===== src/verilog/ccg_pkg.sv =====
// Constants, register map and state encoding of the CPU clock generator
package ccg_pkg;

	// ----------------------------------------------------------------
	// Register map
	// ----------------------------------------------------------------
	localparam int          CCG_ADDR_W      = 8;
	localparam logic [7:0]  CCG_OFF_SEL     = 8'h00;
	localparam logic [7:0]  CCG_OFF_SET     = 8'h04;
	localparam logic [7:0]  CCG_OFF_CLR     = 8'h08;
	localparam logic [7:0]  CCG_OFF_STATUS  = 8'h0C;

	// ----------------------------------------------------------------
	// Field layout and reset values
	// ----------------------------------------------------------------
	localparam int          CCG_DIV_LSB     = 0;
	localparam int          CCG_DIV_W       = 3;
	localparam logic [7:0]  CCG_SEL_RST     = 8'h04;
	localparam logic [2:0]  CCG_DIV_1       = 3'h0;
	localparam logic [2:0]  CCG_DIV_2       = 3'h1;
	localparam logic [2:0]  CCG_DIV_4       = 3'h2;
	localparam logic [2:0]  CCG_DIV_8       = 3'h3;
	localparam logic [2:0]  CCG_DIV_16      = 3'h4;
	localparam int          CCG_ST_OSC_BIT  = 0;
	localparam int          CCG_ST_CPU_BIT  = 1;
	localparam int          CCG_ST_HALT_BIT = 2;
	localparam int          CCG_ST_STOP_BIT = 3;
	localparam int          CCG_ST_DIV_LSB  = 4;

	// ----------------------------------------------------------------
	// AXI responses
	// ----------------------------------------------------------------
	localparam logic [1:0]  CCG_RESP_OKAY   = 2'h0;
	localparam logic [1:0]  CCG_RESP_SLVERR = 2'h2;

	// ----------------------------------------------------------------
	// Timing: stabilisation wait in oscillator periods, prescaler span
	// ----------------------------------------------------------------
	localparam int          CCG_STAB_EXP    = 17;
	localparam int          CCG_STAB_PERIODS = 2 ** CCG_STAB_EXP;
	localparam int          CCG_PRE_W       = 4;
	localparam logic [3:0]  CCG_PRE_LAST    = 4'hF;

	// ----------------------------------------------------------------
	// Operating states
	// ----------------------------------------------------------------
	typedef enum logic [1:0]
	{
		CCG_ST_WAIT = 2'b00,
		CCG_ST_RUN  = 2'b01,
		CCG_ST_HALT = 2'b10,
		CCG_ST_STOP = 2'b11
	} ccg_state_t;

	// Word address match
	function automatic logic ccg_hit(input logic [7:0] addr, input logic [7:0] off);
		ccg_hit = (addr[7:2] == off[7:2]);
	endfunction

	// Divide code to prescaler mask; reserved codes give the divide-by-16 mask
	function automatic logic [3:0] ccg_mask(input logic [2:0] code);
		case (code)
			CCG_DIV_1:  ccg_mask = 4'h0;
			CCG_DIV_2:  ccg_mask = 4'h1;
			CCG_DIV_4:  ccg_mask = 4'h3;
			CCG_DIV_8:  ccg_mask = 4'h7;
			CCG_DIV_16: ccg_mask = 4'hF;
			default:    ccg_mask = 4'hF;
		endcase
	endfunction

endpackage


===== src/verilog/ccg_prescaler.sv =====
// Free-running divider of the oscillator clock, held at zero while stopped
`timescale 1ns/1ns
module ccg_prescaler
#(
	parameter int W = 4
)
(
	input  wire logic         clk_i,
	input  wire logic         rst_n_i,
	input  wire logic         run_i,
	output logic [W-1:0]      cnt_o
);

	typedef struct packed
	{
		logic [W-1:0] cnt;
	} ccg_pre_t;

	ccg_pre_t s_reg;
	ccg_pre_t s_next;

	// ----------------------------------------------------------------
	// Count
	// ----------------------------------------------------------------
	always_comb
	begin
		s_next = s_reg;
		if (run_i)
			s_next.cnt = s_reg.cnt + W'(1);
		else
			s_next.cnt = '0;
	end

	always_ff @(posedge clk_i or negedge rst_n_i)
	begin
		if (!rst_n_i)
			s_reg <= '0;
		else
			s_reg <= s_next;
	end

	assign cnt_o = s_reg.cnt;

endmodule


===== src/verilog/ccg_stab_timer.sv =====
// Oscillation stabilisation timer, runs from reset and from each restart
`timescale 1ns/1ns
module ccg_stab_timer
#(
	parameter int CYCLES = 131072
)
(
	input  wire logic clk_i,
	input  wire logic rst_n_i,
	input  wire logic start_i,
	output logic      done_o
);

	localparam int W = $clog2(CYCLES + 1);

	typedef struct packed
	{
		logic [W-1:0] cnt;
		logic         done;
	} ccg_stab_t;

	ccg_stab_t s_reg;
	ccg_stab_t s_next;

	// ----------------------------------------------------------------
	// Count up to the wait length
	// ----------------------------------------------------------------
	always_comb
	begin
		s_next = s_reg;
		if (start_i)
		begin
			s_next.cnt  = '0;
			s_next.done = 1'b0;
		end
		else if (!s_reg.done)
		begin
			s_next.cnt = s_reg.cnt + W'(1);
			if (s_reg.cnt == W'(CYCLES - 1))
				s_next.done = 1'b1;
		end
	end

	always_ff @(posedge clk_i or negedge rst_n_i)
	begin
		if (!rst_n_i)
			s_reg <= '0;
		else
			s_reg <= s_next;
	end

	assign done_o = s_reg.done;

endmodule


===== src/verilog/ccg_clock_gen.sv =====
// CPU clock generator: divide select, standby control, AXI4-Lite registers
//
// Overview of operation
// - Supply CPU and peripheral clocks; stop oscillation on STOP standby.
// - Reset loads the clock select register with 04h.
// - Select register takes single-bit and whole-byte writes.
// - Shortest instruction spans two CPU clock periods.
// - CPU clock is the oscillator clock divided by 1, 2, 4, 8 or 16.
// - After reset the CPU clock is the slowest, oscillator clock over 16.
// - Oscillation stays stopped while reset is held low.
// - Two standby modes: STOP halts oscillator, HALT stops execution.
// - Peripheral clocks divide the system clock and stop with it.
// - Divide field sits in bits 0 to 2 of the select register.
// - Old clock may persist briefly after a select change, bounded. Here a reserved divide code keeps the old rate until a valid code is written.
// - After reset, wait 2^17 oscillator periods before CPU runs.
//
// Chosen here: the register addresses and register access over AXI4-Lite.
`timescale 1ns/1ns
module ccg_clock_gen
	import ccg_pkg::*;
#(
	parameter int STAB_CYCLES = ccg_pkg::CCG_STAB_PERIODS
)
(
	input  wire logic                          MCLK_I,
	input  wire logic                          RSTN_I,
	input  wire logic                          STOP_REQ_I,
	input  wire logic                          HALT_REQ_I,
	input  wire logic                          WAKE_I,
	output logic                               OSC_RUN_O,
	output logic                               CPU_RUN_O,
	output logic                               HALTED_O,
	output logic                               RES_INV_PIN_O,
	output logic                               CPU_CLK_EN_O,
	output logic                               INSTR_SLOT_O,
	output logic [3:0]                         PERIPH_TICK_O,
	input  wire logic [ccg_pkg::CCG_ADDR_W-1:0] S_AXI_AWADDR_I,
	input  wire logic                          S_AXI_AWVALID_I,
	output logic                               S_AXI_AWREADY_O,
	input  wire logic [31:0]                   S_AXI_WDATA_I,
	input  wire logic [3:0]                    S_AXI_WSTRB_I,
	input  wire logic                          S_AXI_WVALID_I,
	output logic                               S_AXI_WREADY_O,
	output logic [1:0]                         S_AXI_BRESP_O,
	output logic                               S_AXI_BVALID_O,
	input  wire logic                          S_AXI_BREADY_I,
	input  wire logic [ccg_pkg::CCG_ADDR_W-1:0] S_AXI_ARADDR_I,
	input  wire logic                          S_AXI_ARVALID_I,
	output logic                               S_AXI_ARREADY_O,
	output logic [31:0]                        S_AXI_RDATA_O,
	output logic [1:0]                         S_AXI_RRESP_O,
	output logic                               S_AXI_RVALID_O,
	input  wire logic                          S_AXI_RREADY_I
);

	import ccg_pkg::*;

	typedef struct packed
	{
		ccg_state_t             st;
		logic [7:0]             sel;
		logic [2:0]             sel_eff;
		logic                   osc_run;
		logic                   cpu_run;
		logic                   halted;
		logic                   inv_pin;
		logic                   cpu_en;
		logic                   instr_ph;
		logic                   instr_slot;
		logic [3:0]             ptick;
		logic                   aw_held;
		logic [CCG_ADDR_W-1:0]  aw_addr;
		logic                   w_held;
		logic [31:0]            wdata;
		logic [3:0]             wstrb;
		logic                   awready;
		logic                   wready;
		logic                   bvalid;
		logic [1:0]             bresp;
		logic                   arready;
		logic                   rvalid;
		logic [31:0]            rdata;
		logic [1:0]             rresp;
	} ccg_top_t;

	ccg_top_t               r_reg;
	ccg_top_t               r_next;
	logic [CCG_PRE_W-1:0]   pre_cnt;
	logic                   stab_done;
	logic                   stab_start;
	logic [3:0]             cur_mask;
	logic [7:0]             wbyte;

	// ----------------------------------------------------------------
	// Submodules
	// ----------------------------------------------------------------
	ccg_prescaler #(.W(CCG_PRE_W)) u_pre
	(
		.clk_i   (MCLK_I),
		.rst_n_i (RSTN_I),
		.run_i   (r_reg.osc_run),
		.cnt_o   (pre_cnt)
	);

	ccg_stab_timer #(.CYCLES(STAB_CYCLES)) u_stab
	(
		.clk_i   (MCLK_I),
		.rst_n_i (RSTN_I),
		.start_i (stab_start),
		.done_o  (stab_done)
	);

	// Wake from STOP restarts the stabilisation wait
	assign stab_start = (r_reg.st == CCG_ST_STOP) && WAKE_I;
	assign cur_mask   = ccg_mask(r_reg.sel_eff);
	assign wbyte      = r_reg.wdata[7:0];

	// ----------------------------------------------------------------
	// Next state
	// ----------------------------------------------------------------
	always_comb
	begin
		r_next = r_reg;

		// ------------------------------------------------------------
		// Standby and start-up sequencing
		// ------------------------------------------------------------
		case (r_reg.st)
			CCG_ST_WAIT:
			begin
				if (stab_done)
					r_next.st = CCG_ST_RUN;
			end
			CCG_ST_RUN:
			begin
				if (STOP_REQ_I)
					r_next.st = CCG_ST_STOP;
				else if (HALT_REQ_I)
					r_next.st = CCG_ST_HALT;
			end
			CCG_ST_HALT:
			begin
				if (WAKE_I)
					r_next.st = CCG_ST_RUN;
			end
			CCG_ST_STOP:
			begin
				if (WAKE_I)
					r_next.st = CCG_ST_WAIT;
			end
			default:
			begin
				r_next.st = CCG_ST_WAIT;
			end
		endcase

		// ------------------------------------------------------------
		// Standby outputs
		// ------------------------------------------------------------
		r_next.osc_run = (r_next.st != CCG_ST_STOP);
		r_next.inv_pin = (r_next.st == CCG_ST_STOP);
		r_next.cpu_run = (r_next.st == CCG_ST_RUN);
		r_next.halted  = (r_next.st == CCG_ST_HALT);

		// ------------------------------------------------------------
		// Rate change only at prescaler wrap, common edge of all rates
		// ------------------------------------------------------------
		if (pre_cnt == CCG_PRE_LAST && r_reg.sel[2:0] <= CCG_DIV_16)
			r_next.sel_eff = r_reg.sel[CCG_DIV_LSB +: CCG_DIV_W];

		// ------------------------------------------------------------
		// CPU clock enable from divided oscillator
		// ------------------------------------------------------------
		r_next.cpu_en = r_reg.osc_run && ((pre_cnt & cur_mask) == cur_mask)
			&& (r_next.st == CCG_ST_RUN);
		if (r_reg.cpu_en)
			r_next.instr_ph = ~r_reg.instr_ph;
		r_next.instr_slot = r_reg.cpu_en && r_reg.instr_ph;

		// ------------------------------------------------------------
		// Peripheral ticks at oscillator over 2, 4, 8 and 16
		// ------------------------------------------------------------
		r_next.ptick[0] = r_reg.osc_run && pre_cnt[0];
		r_next.ptick[1] = r_reg.osc_run && (&pre_cnt[1:0]);
		r_next.ptick[2] = r_reg.osc_run && (&pre_cnt[2:0]);
		r_next.ptick[3] = r_reg.osc_run && (&pre_cnt[3:0]);

		// ------------------------------------------------------------
		// AXI4-Lite write
		// ------------------------------------------------------------
		if (S_AXI_AWVALID_I && r_reg.awready)
		begin
			r_next.aw_held = 1'b1;
			r_next.aw_addr = S_AXI_AWADDR_I;
		end
		if (S_AXI_WVALID_I && r_reg.wready)
		begin
			r_next.w_held = 1'b1;
			r_next.wdata  = S_AXI_WDATA_I;
			r_next.wstrb  = S_AXI_WSTRB_I;
		end

		// ------------------------------------------------------------
		// Response release
		// ------------------------------------------------------------
		if (S_AXI_BREADY_I && r_reg.bvalid)
			r_next.bvalid = 1'b0;

		// ------------------------------------------------------------
		// Register update once address and data are both held
		// ------------------------------------------------------------
		if (r_reg.aw_held && r_reg.w_held && !r_reg.bvalid)
		begin
			r_next.aw_held = 1'b0;
			r_next.w_held  = 1'b0;
			r_next.bvalid  = 1'b1;
			r_next.bresp   = CCG_RESP_OKAY;
			if (ccg_hit(r_reg.aw_addr, CCG_OFF_SEL))
			begin
				if (r_reg.wstrb[0])
					r_next.sel = wbyte;
			end
			else if (ccg_hit(r_reg.aw_addr, CCG_OFF_SET))
			begin
				if (r_reg.wstrb[0])
					r_next.sel = r_reg.sel | wbyte;
			end
			else if (ccg_hit(r_reg.aw_addr, CCG_OFF_CLR))
			begin
				if (r_reg.wstrb[0])
					r_next.sel = r_reg.sel & ~wbyte;
			end
			else if (!ccg_hit(r_reg.aw_addr, CCG_OFF_STATUS))
				r_next.bresp = CCG_RESP_SLVERR;
		end

		// ------------------------------------------------------------
		// Ready flags, low while a write is pending
		// ------------------------------------------------------------
		r_next.awready = !r_next.aw_held && !r_next.bvalid;
		r_next.wready  = !r_next.w_held && !r_next.bvalid;

		// ------------------------------------------------------------
		// AXI4-Lite read
		// ------------------------------------------------------------
		if (S_AXI_RREADY_I && r_reg.rvalid)
			r_next.rvalid = 1'b0;

		// ------------------------------------------------------------
		// Address decode and read data
		// ------------------------------------------------------------
		if (S_AXI_ARVALID_I && r_reg.arready)
		begin
			r_next.rvalid = 1'b1;
			r_next.rresp  = CCG_RESP_OKAY;
			r_next.rdata  = 32'h0000_0000;
			if (ccg_hit(S_AXI_ARADDR_I, CCG_OFF_SEL) || ccg_hit(S_AXI_ARADDR_I, CCG_OFF_SET)
				|| ccg_hit(S_AXI_ARADDR_I, CCG_OFF_CLR))
				r_next.rdata[7:0] = r_reg.sel;
			else if (ccg_hit(S_AXI_ARADDR_I, CCG_OFF_STATUS))
			begin
				r_next.rdata[CCG_ST_OSC_BIT]  = r_reg.osc_run;
				r_next.rdata[CCG_ST_CPU_BIT]  = r_reg.cpu_run;
				r_next.rdata[CCG_ST_HALT_BIT] = r_reg.halted;
				r_next.rdata[CCG_ST_STOP_BIT] = r_reg.inv_pin;
				r_next.rdata[CCG_ST_DIV_LSB +: CCG_DIV_W] = r_reg.sel_eff;
			end
			else
				r_next.rresp = CCG_RESP_SLVERR;
		end
		r_next.arready = !r_next.rvalid;
	end

	// ----------------------------------------------------------------
	// State register; reset keeps oscillator off and selects fx/16
	// ----------------------------------------------------------------
	always_ff @(posedge MCLK_I or negedge RSTN_I)
	begin
		if (!RSTN_I)
			r_reg <= '{st: CCG_ST_WAIT, sel: CCG_SEL_RST, sel_eff: CCG_DIV_16, default: '0};
		else
			r_reg <= r_next;
	end

	// ----------------------------------------------------------------
	// Outputs
	// ----------------------------------------------------------------
	assign OSC_RUN_O       = r_reg.osc_run;
	assign CPU_RUN_O       = r_reg.cpu_run;
	assign HALTED_O        = r_reg.halted;
	assign RES_INV_PIN_O   = r_reg.inv_pin;
	assign CPU_CLK_EN_O    = r_reg.cpu_en;
	assign INSTR_SLOT_O    = r_reg.instr_slot;
	assign PERIPH_TICK_O   = r_reg.ptick;
	assign S_AXI_AWREADY_O = r_reg.awready;
	assign S_AXI_WREADY_O  = r_reg.wready;
	assign S_AXI_BRESP_O   = r_reg.bresp;
	assign S_AXI_BVALID_O  = r_reg.bvalid;
	assign S_AXI_ARREADY_O = r_reg.arready;
	assign S_AXI_RDATA_O   = r_reg.rdata;
	assign S_AXI_RRESP_O   = r_reg.rresp;
	assign S_AXI_RVALID_O  = r_reg.rvalid;

endmodule


===== config.mk =====
export PLATFORM = sky130hd
export DESIGN_NAME = ccg_clock_gen
export DESIGN_NICKNAME = d
export VERILOG_FILES = /design/src/verilog/ccg_pkg.sv /design/src/verilog/ccg_prescaler.sv /design/src/verilog/ccg_stab_timer.sv /design/src/verilog/ccg_clock_gen.sv
export SDC_FILE = /design/constraint.sdc
export NUM_CORES = 1
export LEC_CHECK = 0
export ABC_AREA = 1
export BUFFER_PORTS_ARGS = -buffer_cell sky130_fd_sc_hd__buf_2
export CORE_UTILIZATION = 52
export DETAILED_ROUTE_END_ITERATION = 16
export GPL_TIMING_DRIVEN = 0
export PLACE_DENSITY = 0.8
export SLEW_MARGIN = 30
export SYNTH_ARGS = -nofsm -noshare
export SYNTH_HDL_FRONTEND = slang
export SYNTH_HIERARCHICAL = 1
export SYNTH_SLANG_ARGS = --single-unit

===== constraint.sdc =====
create_clock -name MCLK_I -period 1.4 [get_ports MCLK_I]
set_input_delay 0.14 -clock MCLK_I [delete_from_list [all_inputs] [get_ports MCLK_I]]
set_output_delay 0.14 -clock MCLK_I [all_outputs]
set_load 0.03 [all_outputs]

[Word-level counts from Yosys, hierarchy flattened]
Cells that the tools add are included.
Word-level totals
  register bits: 110
  input bits: 62
Operators by class
  add/subtract/negate cells: 2
  order comparisons: 1
  equality and inequality tests: 23
  bitwise operators: 5
  reduce and logical (&&, ||, !) cells: 34
  muxes and demuxes: 34
Operators with widths (count)
  2-to-1 mux 8 bit: 6
  2-to-1 mux 19 bit: 2
  2-to-1 mux 37 bit: 1
  2-to-1 mux 35 bit: 1
  equality test 6 x 2 -> 1 bit (second input constant): 4
  2-to-1 mux 2 bit: 11
  adder 18 x 1 -> 18 bit (second input constant): 1
  equality test 18 x 17 -> 1 bit (second input constant): 1
  logical AND 1 bit: 18
  case mux 4 bit (4 select lines): 1
  2-to-1 mux 7 bit: 2
  equality test 6 x 1 -> 1 bit (second input constant): 2
  logical NOT 6 bit: 2
  inequality test 2 bit (second input constant): 5
  2-to-1 mux 9 bit: 1
  bitwise AND 8 bit: 1
  equality test 2 bit (second input constant): 4
  NOT 8 bit: 1
  OR 8 bit: 1
  case mux 2 bit (4 select lines): 1
  equality test 3 x 2 -> 1 bit (second input constant): 2
  2-to-1 mux 1 bit: 6
  logical NOT 1 bit: 5
  AND reduction 5 bit: 1
  17 further kinds: 19

[Depth between registers and ports, before layout]
  word-level depth: 8
  depth in mapped cells: 8
  depth with buffers taken out: 8

[Hierarchy]
Netlist, hierarchy kept.
By module, submodules not included
  ccg_clock_gen: times used 1, seq. area each 1403.8 um2, cells each 323, area an instance 2710.1 um2
  ccg_stab_timer: times used 1, seq. area each 475.5 um2, cells each 156, area an instance 1112.3 um2
  ccg_prescaler: times used 1, seq. area each 100.1 um2, cells each 17, area an instance 161.4 um2

[Worst setup path after synthesis]
No wires, ideal clock.
  path kind: reg-to-reg
  start point: reg r_reg (netlist bit S_AXI_BVALID_O)
  end point: reg with a tool-made name
  stages on the path, launching flop included: 8
  arrival time: 1.171 ns
  path buffers: 1
  period minus slack after synthesis: 1.288 ns
  path slack: 0.112 ns
  data required time: 1.282 ns
  setup time: 0.118 ns
  cell sequence: dfrtp_1 > inv_1 > nand3_4 > nor2_8 > buf_6 > nand3_2 > nand2_1 > nand2_1
RTL lines
  from (decl): line ccg_clock_gen.sv:86  | ccg_top_t r_reg;
  from (signal assigned): line ccg_clock_gen.sv:282  | r_reg <= r_next;

[Final worst setup path]
  start point: reg u_stab/s_reg[2] (netlist name)
  end point: reg u_stab/s_reg[17] (netlist name)
Between the ends
  cells in the longest elaborated chain, start to end: 3
Ends and longest elaborated chain
  from (decl): line ccg_stab_timer.sv:22  | ccg_stab_t s_reg;
  from (signal assigned): line ccg_stab_timer.sv:49  | s_reg <= s_next;
  adder 18 x 1 -> 18 bit: line ccg_stab_timer.sv:38  | s_next.cnt = s_reg.cnt + W'(1);
  2-to-1 mux 19 bit: line ccg_stab_timer.sv:36  | else if (!s_reg.done)
  2-to-1 mux 19 bit: line ccg_stab_timer.sv:31  | if (start_i)
No other way between the ends. The select of a mux whose other input is x is not followed.
A chain may end at the register's enable or synchronous reset.

==> summary.md <==
| Metric | Value |
|---|---|
| Total GRT Usage | 21.78% |
| Highest-count cells in the layout ignoring fill and taps | nand2_1 (160), dfrtp_1 (75), inv_1 (56) |
| Post-synthesis cell area | between 0.003 and 0.004 sq mm |
| Synth warnings | 6 |
| Post-synth EDFFs | 0 |
| Actual slew at the worst max-slew pin | 506.1 ps |
| Fin. Hold Viols | 0 |
| Setup Viol. Count Final | 0 |
| Rows | 31 |
| Initial antenna violation count | 0 |
| Met3 GRT Util | 4.340% |
| Share of the synthesized area in the top cell type | 48.37% |
| M2 GR Usage | 40.25% |
| I/O pin count | approximately 110 |
| Commonest non-fill, non-tap cell in the layout | nand2_1 |
| Gr ovfl total | 0 |
| Residual DRC | 0 |
| Vias per inst | 4.698 |
| Fin crit period | 1327 ps |
| Synth area leaders | dfrtp_1 (48%), nand2_1 (15%), buf_4 (7.5%) |
| Final Non-Filler Cells | 699 |
| Tcrit/Tclk final | a little over nine tenths |
| Layout cells sized above 1 | around a quarter |
| Post-DRT Antenna Nets | 0 |
| Critical Path RT | approximately 1600 ps |
| Top Usage Layer GRT | met2 |
| DIE WIDTH | 89.53 microns |
| Die span in y | 89.53 microns |
| Synth Flop Type | dfrtp_1 |
| Max-cap violations | 0 |
| Worst setup EP type | flip-flop |
| Yosys top cell by area | dfrtp_1 |
| RSZ-0062 raised after global routing | yes |
| Vias in the first global route | 3139 |
| WHS | 8.008 ps |
| Reg2Reg Setup Slack | ~73 ps |
| Drt wl/cell | 11.25 microns |
| CTS tree | built |
| Critical setup path kind | reg2reg |
| First-pass GRT wire length | 13.21 mm |
| Routability Congestion | 0.8923 |
| Met1 Use GR | between 20% and 30% |
| Clk_lat worst skew | ~350 ps |
| Pin count of the biggest net entering global routing | 42 |
| Flops & latches, synth | 79 |
| Distinct cells, synth | 30 |
| Status | complete, no violations |
| Skew final | 14.00 ps |
| Crit path arrival time | 1560 ps |
| Routed WL | 7.866 mm |
| # H-tree levels | 3 |
| Clk buf depth | 2 |
| Worst Hold Class | in2reg |
| P&R area growth vs syn | 20.01% |
| Die Area | 0.008016 sq mm |
| Register area share after synthesis | between 40 and 50% |
| Slew Limit Fails | 0 |
| Headroom to the max-slew limit | 66.26% |
| Initial Util | a little over half |
| Total clock buffers created by CTS | 9 |
| Clock sinks | 79 |
| P per Cell Area | 1713 mW/mm^2 |
| FMAX | 753.6 MHz |
| Worst Setup Start Kind | flip-flop |
| Worst-path maximum fanout | 4 |
| Post-Syn Instances | slightly below 500 |
| Dpl cells | 676 |
| Diode count | 0 |
| Clk slew on worst S/H paths | around 80 ps |
| Core footprint | 0.007331 sq mm |
| Iteration-0 DRC Markers | 161 |
| Port Buffer Count | 55 |
| Post-synth ARST share | 100.0% |
| Post-Syn Area per Cell | 8.032 sq um |
| P_leak | ~0.0027 uW |
| Routed via count | 3284 |
| Filler Cell Count | 634 |
| Final Net Count | between 600 and 700 |
| DP Wirelength | 5.754 mm |
| Worst vdd ir | 0.0009819 V |
| Root Buffer | clkbuf_8 |
| DR pass1 iterations | 4 |
area by class of cell:
| type | instances | area [sq um] | share of cell area, % |
|---|---|---|---|
| buffer | 45 | 349.1 | 7.302 |
| clock buffer | 11 | 141.4 | 2.957 |
| clock inverter | 5 | 57.56 | 1.204 |
| inverter | 60 | 229.0 | 4.789 |
| multi-input combinational | 337 | 1538 | 32.16 |
| sequential | 79 | 1982 | 41.46 |
| tap | 99 | 123.9 | 2.591 |
| timing repair buffer | 63 | 360.3 | 7.537 |
synth_stat cells (3+ instances only):
cell type and n:
clkinv_1 3, o21ai_0 24, nor2_2 9, inv_1 56, nand3_2 3, nand2_1 160, dfrtp_1 77, nor2_4 3
nand3_1 21, nor2_1 49, buf_4 40, a21oi_1 14, nand4_1 15
cells by family after synthesis:
family                   Yosys count  synth area share (%)
other                              1               0.09413
adder cells (fa/ha/maj)            2                0.6280
buffers and inverters            105                 14.38
AND/OR/NAND/NOR                  268                 29.68
flip-flops                        79                 49.69
AO/OA/AOI/OAI                     41                 5.528
stage by stage:
stage	TNS [ps]	instance area, sq um	power [uW]	utilization, %	worst slack [ps]
floorplan	0	4078	5664	-	111.7
global route	-60.06	4781	8800	65.22	-30.45
finish	0	4781	8189	65.22	73.09
global placement	-24510	4477	6280	61.07	-322.6
CTS	0	4741	8143	64.67	2.542
detailed placement	0	4499	6438	61.38	15.30
layer usage:
metal  wire length [microns]  vias up  share of wire, %
li1                        -     1671                 -
met1                    3432     1529                44
met2                    4037       72                51
met3                     271       12               3.4
met4                     124        0               1.6
met5                       0        -                 0
power breakdown:
part	internal (uW)	switching, uW	total [uW]
Combinational	1010	1850	2860
Clock	874	818	1690
Sequential	3050	586	3640
final timing paths:
check / startpoint / end / depth (start not counted)
min: S_AXI_AWADDR_I[4] / r_reg[82] / 3
max in group asynchronous: RSTN_I / r_reg[100] / 3
min reg2reg: S_AXI_RVALID_O / S_AXI_ARREADY_O / 1
min in group asynchronous: RSTN_I / S_AXI_RVALID_O / 2
max reg2reg: u_stab/s_reg[2] / u_stab/s_reg[17] / 8
max: u_stab/s_reg[2] / u_stab/s_reg[17] / 8
repair_timing:
action / 4_1_cts / 5_1_grt
endpoints found under the hold margin: 41 / 0
gates resized for setup: 1 / 9
cloned: 0 / 0
setup buffers: 0 / 3
hold buffers: 4 / 0
setup endpoints to repair: 2 / 23
critical path, cell delays in order, from the launching register on:
cell     delay (ps)
dfrtp_1         390
ha_2            240
nand2_1          80
nor2_1          110
nand2_1          70
nor2_2          140
nand3_1          90
nand2_1          70
nor2_1           40
Power figures use the tool's default switching activity.
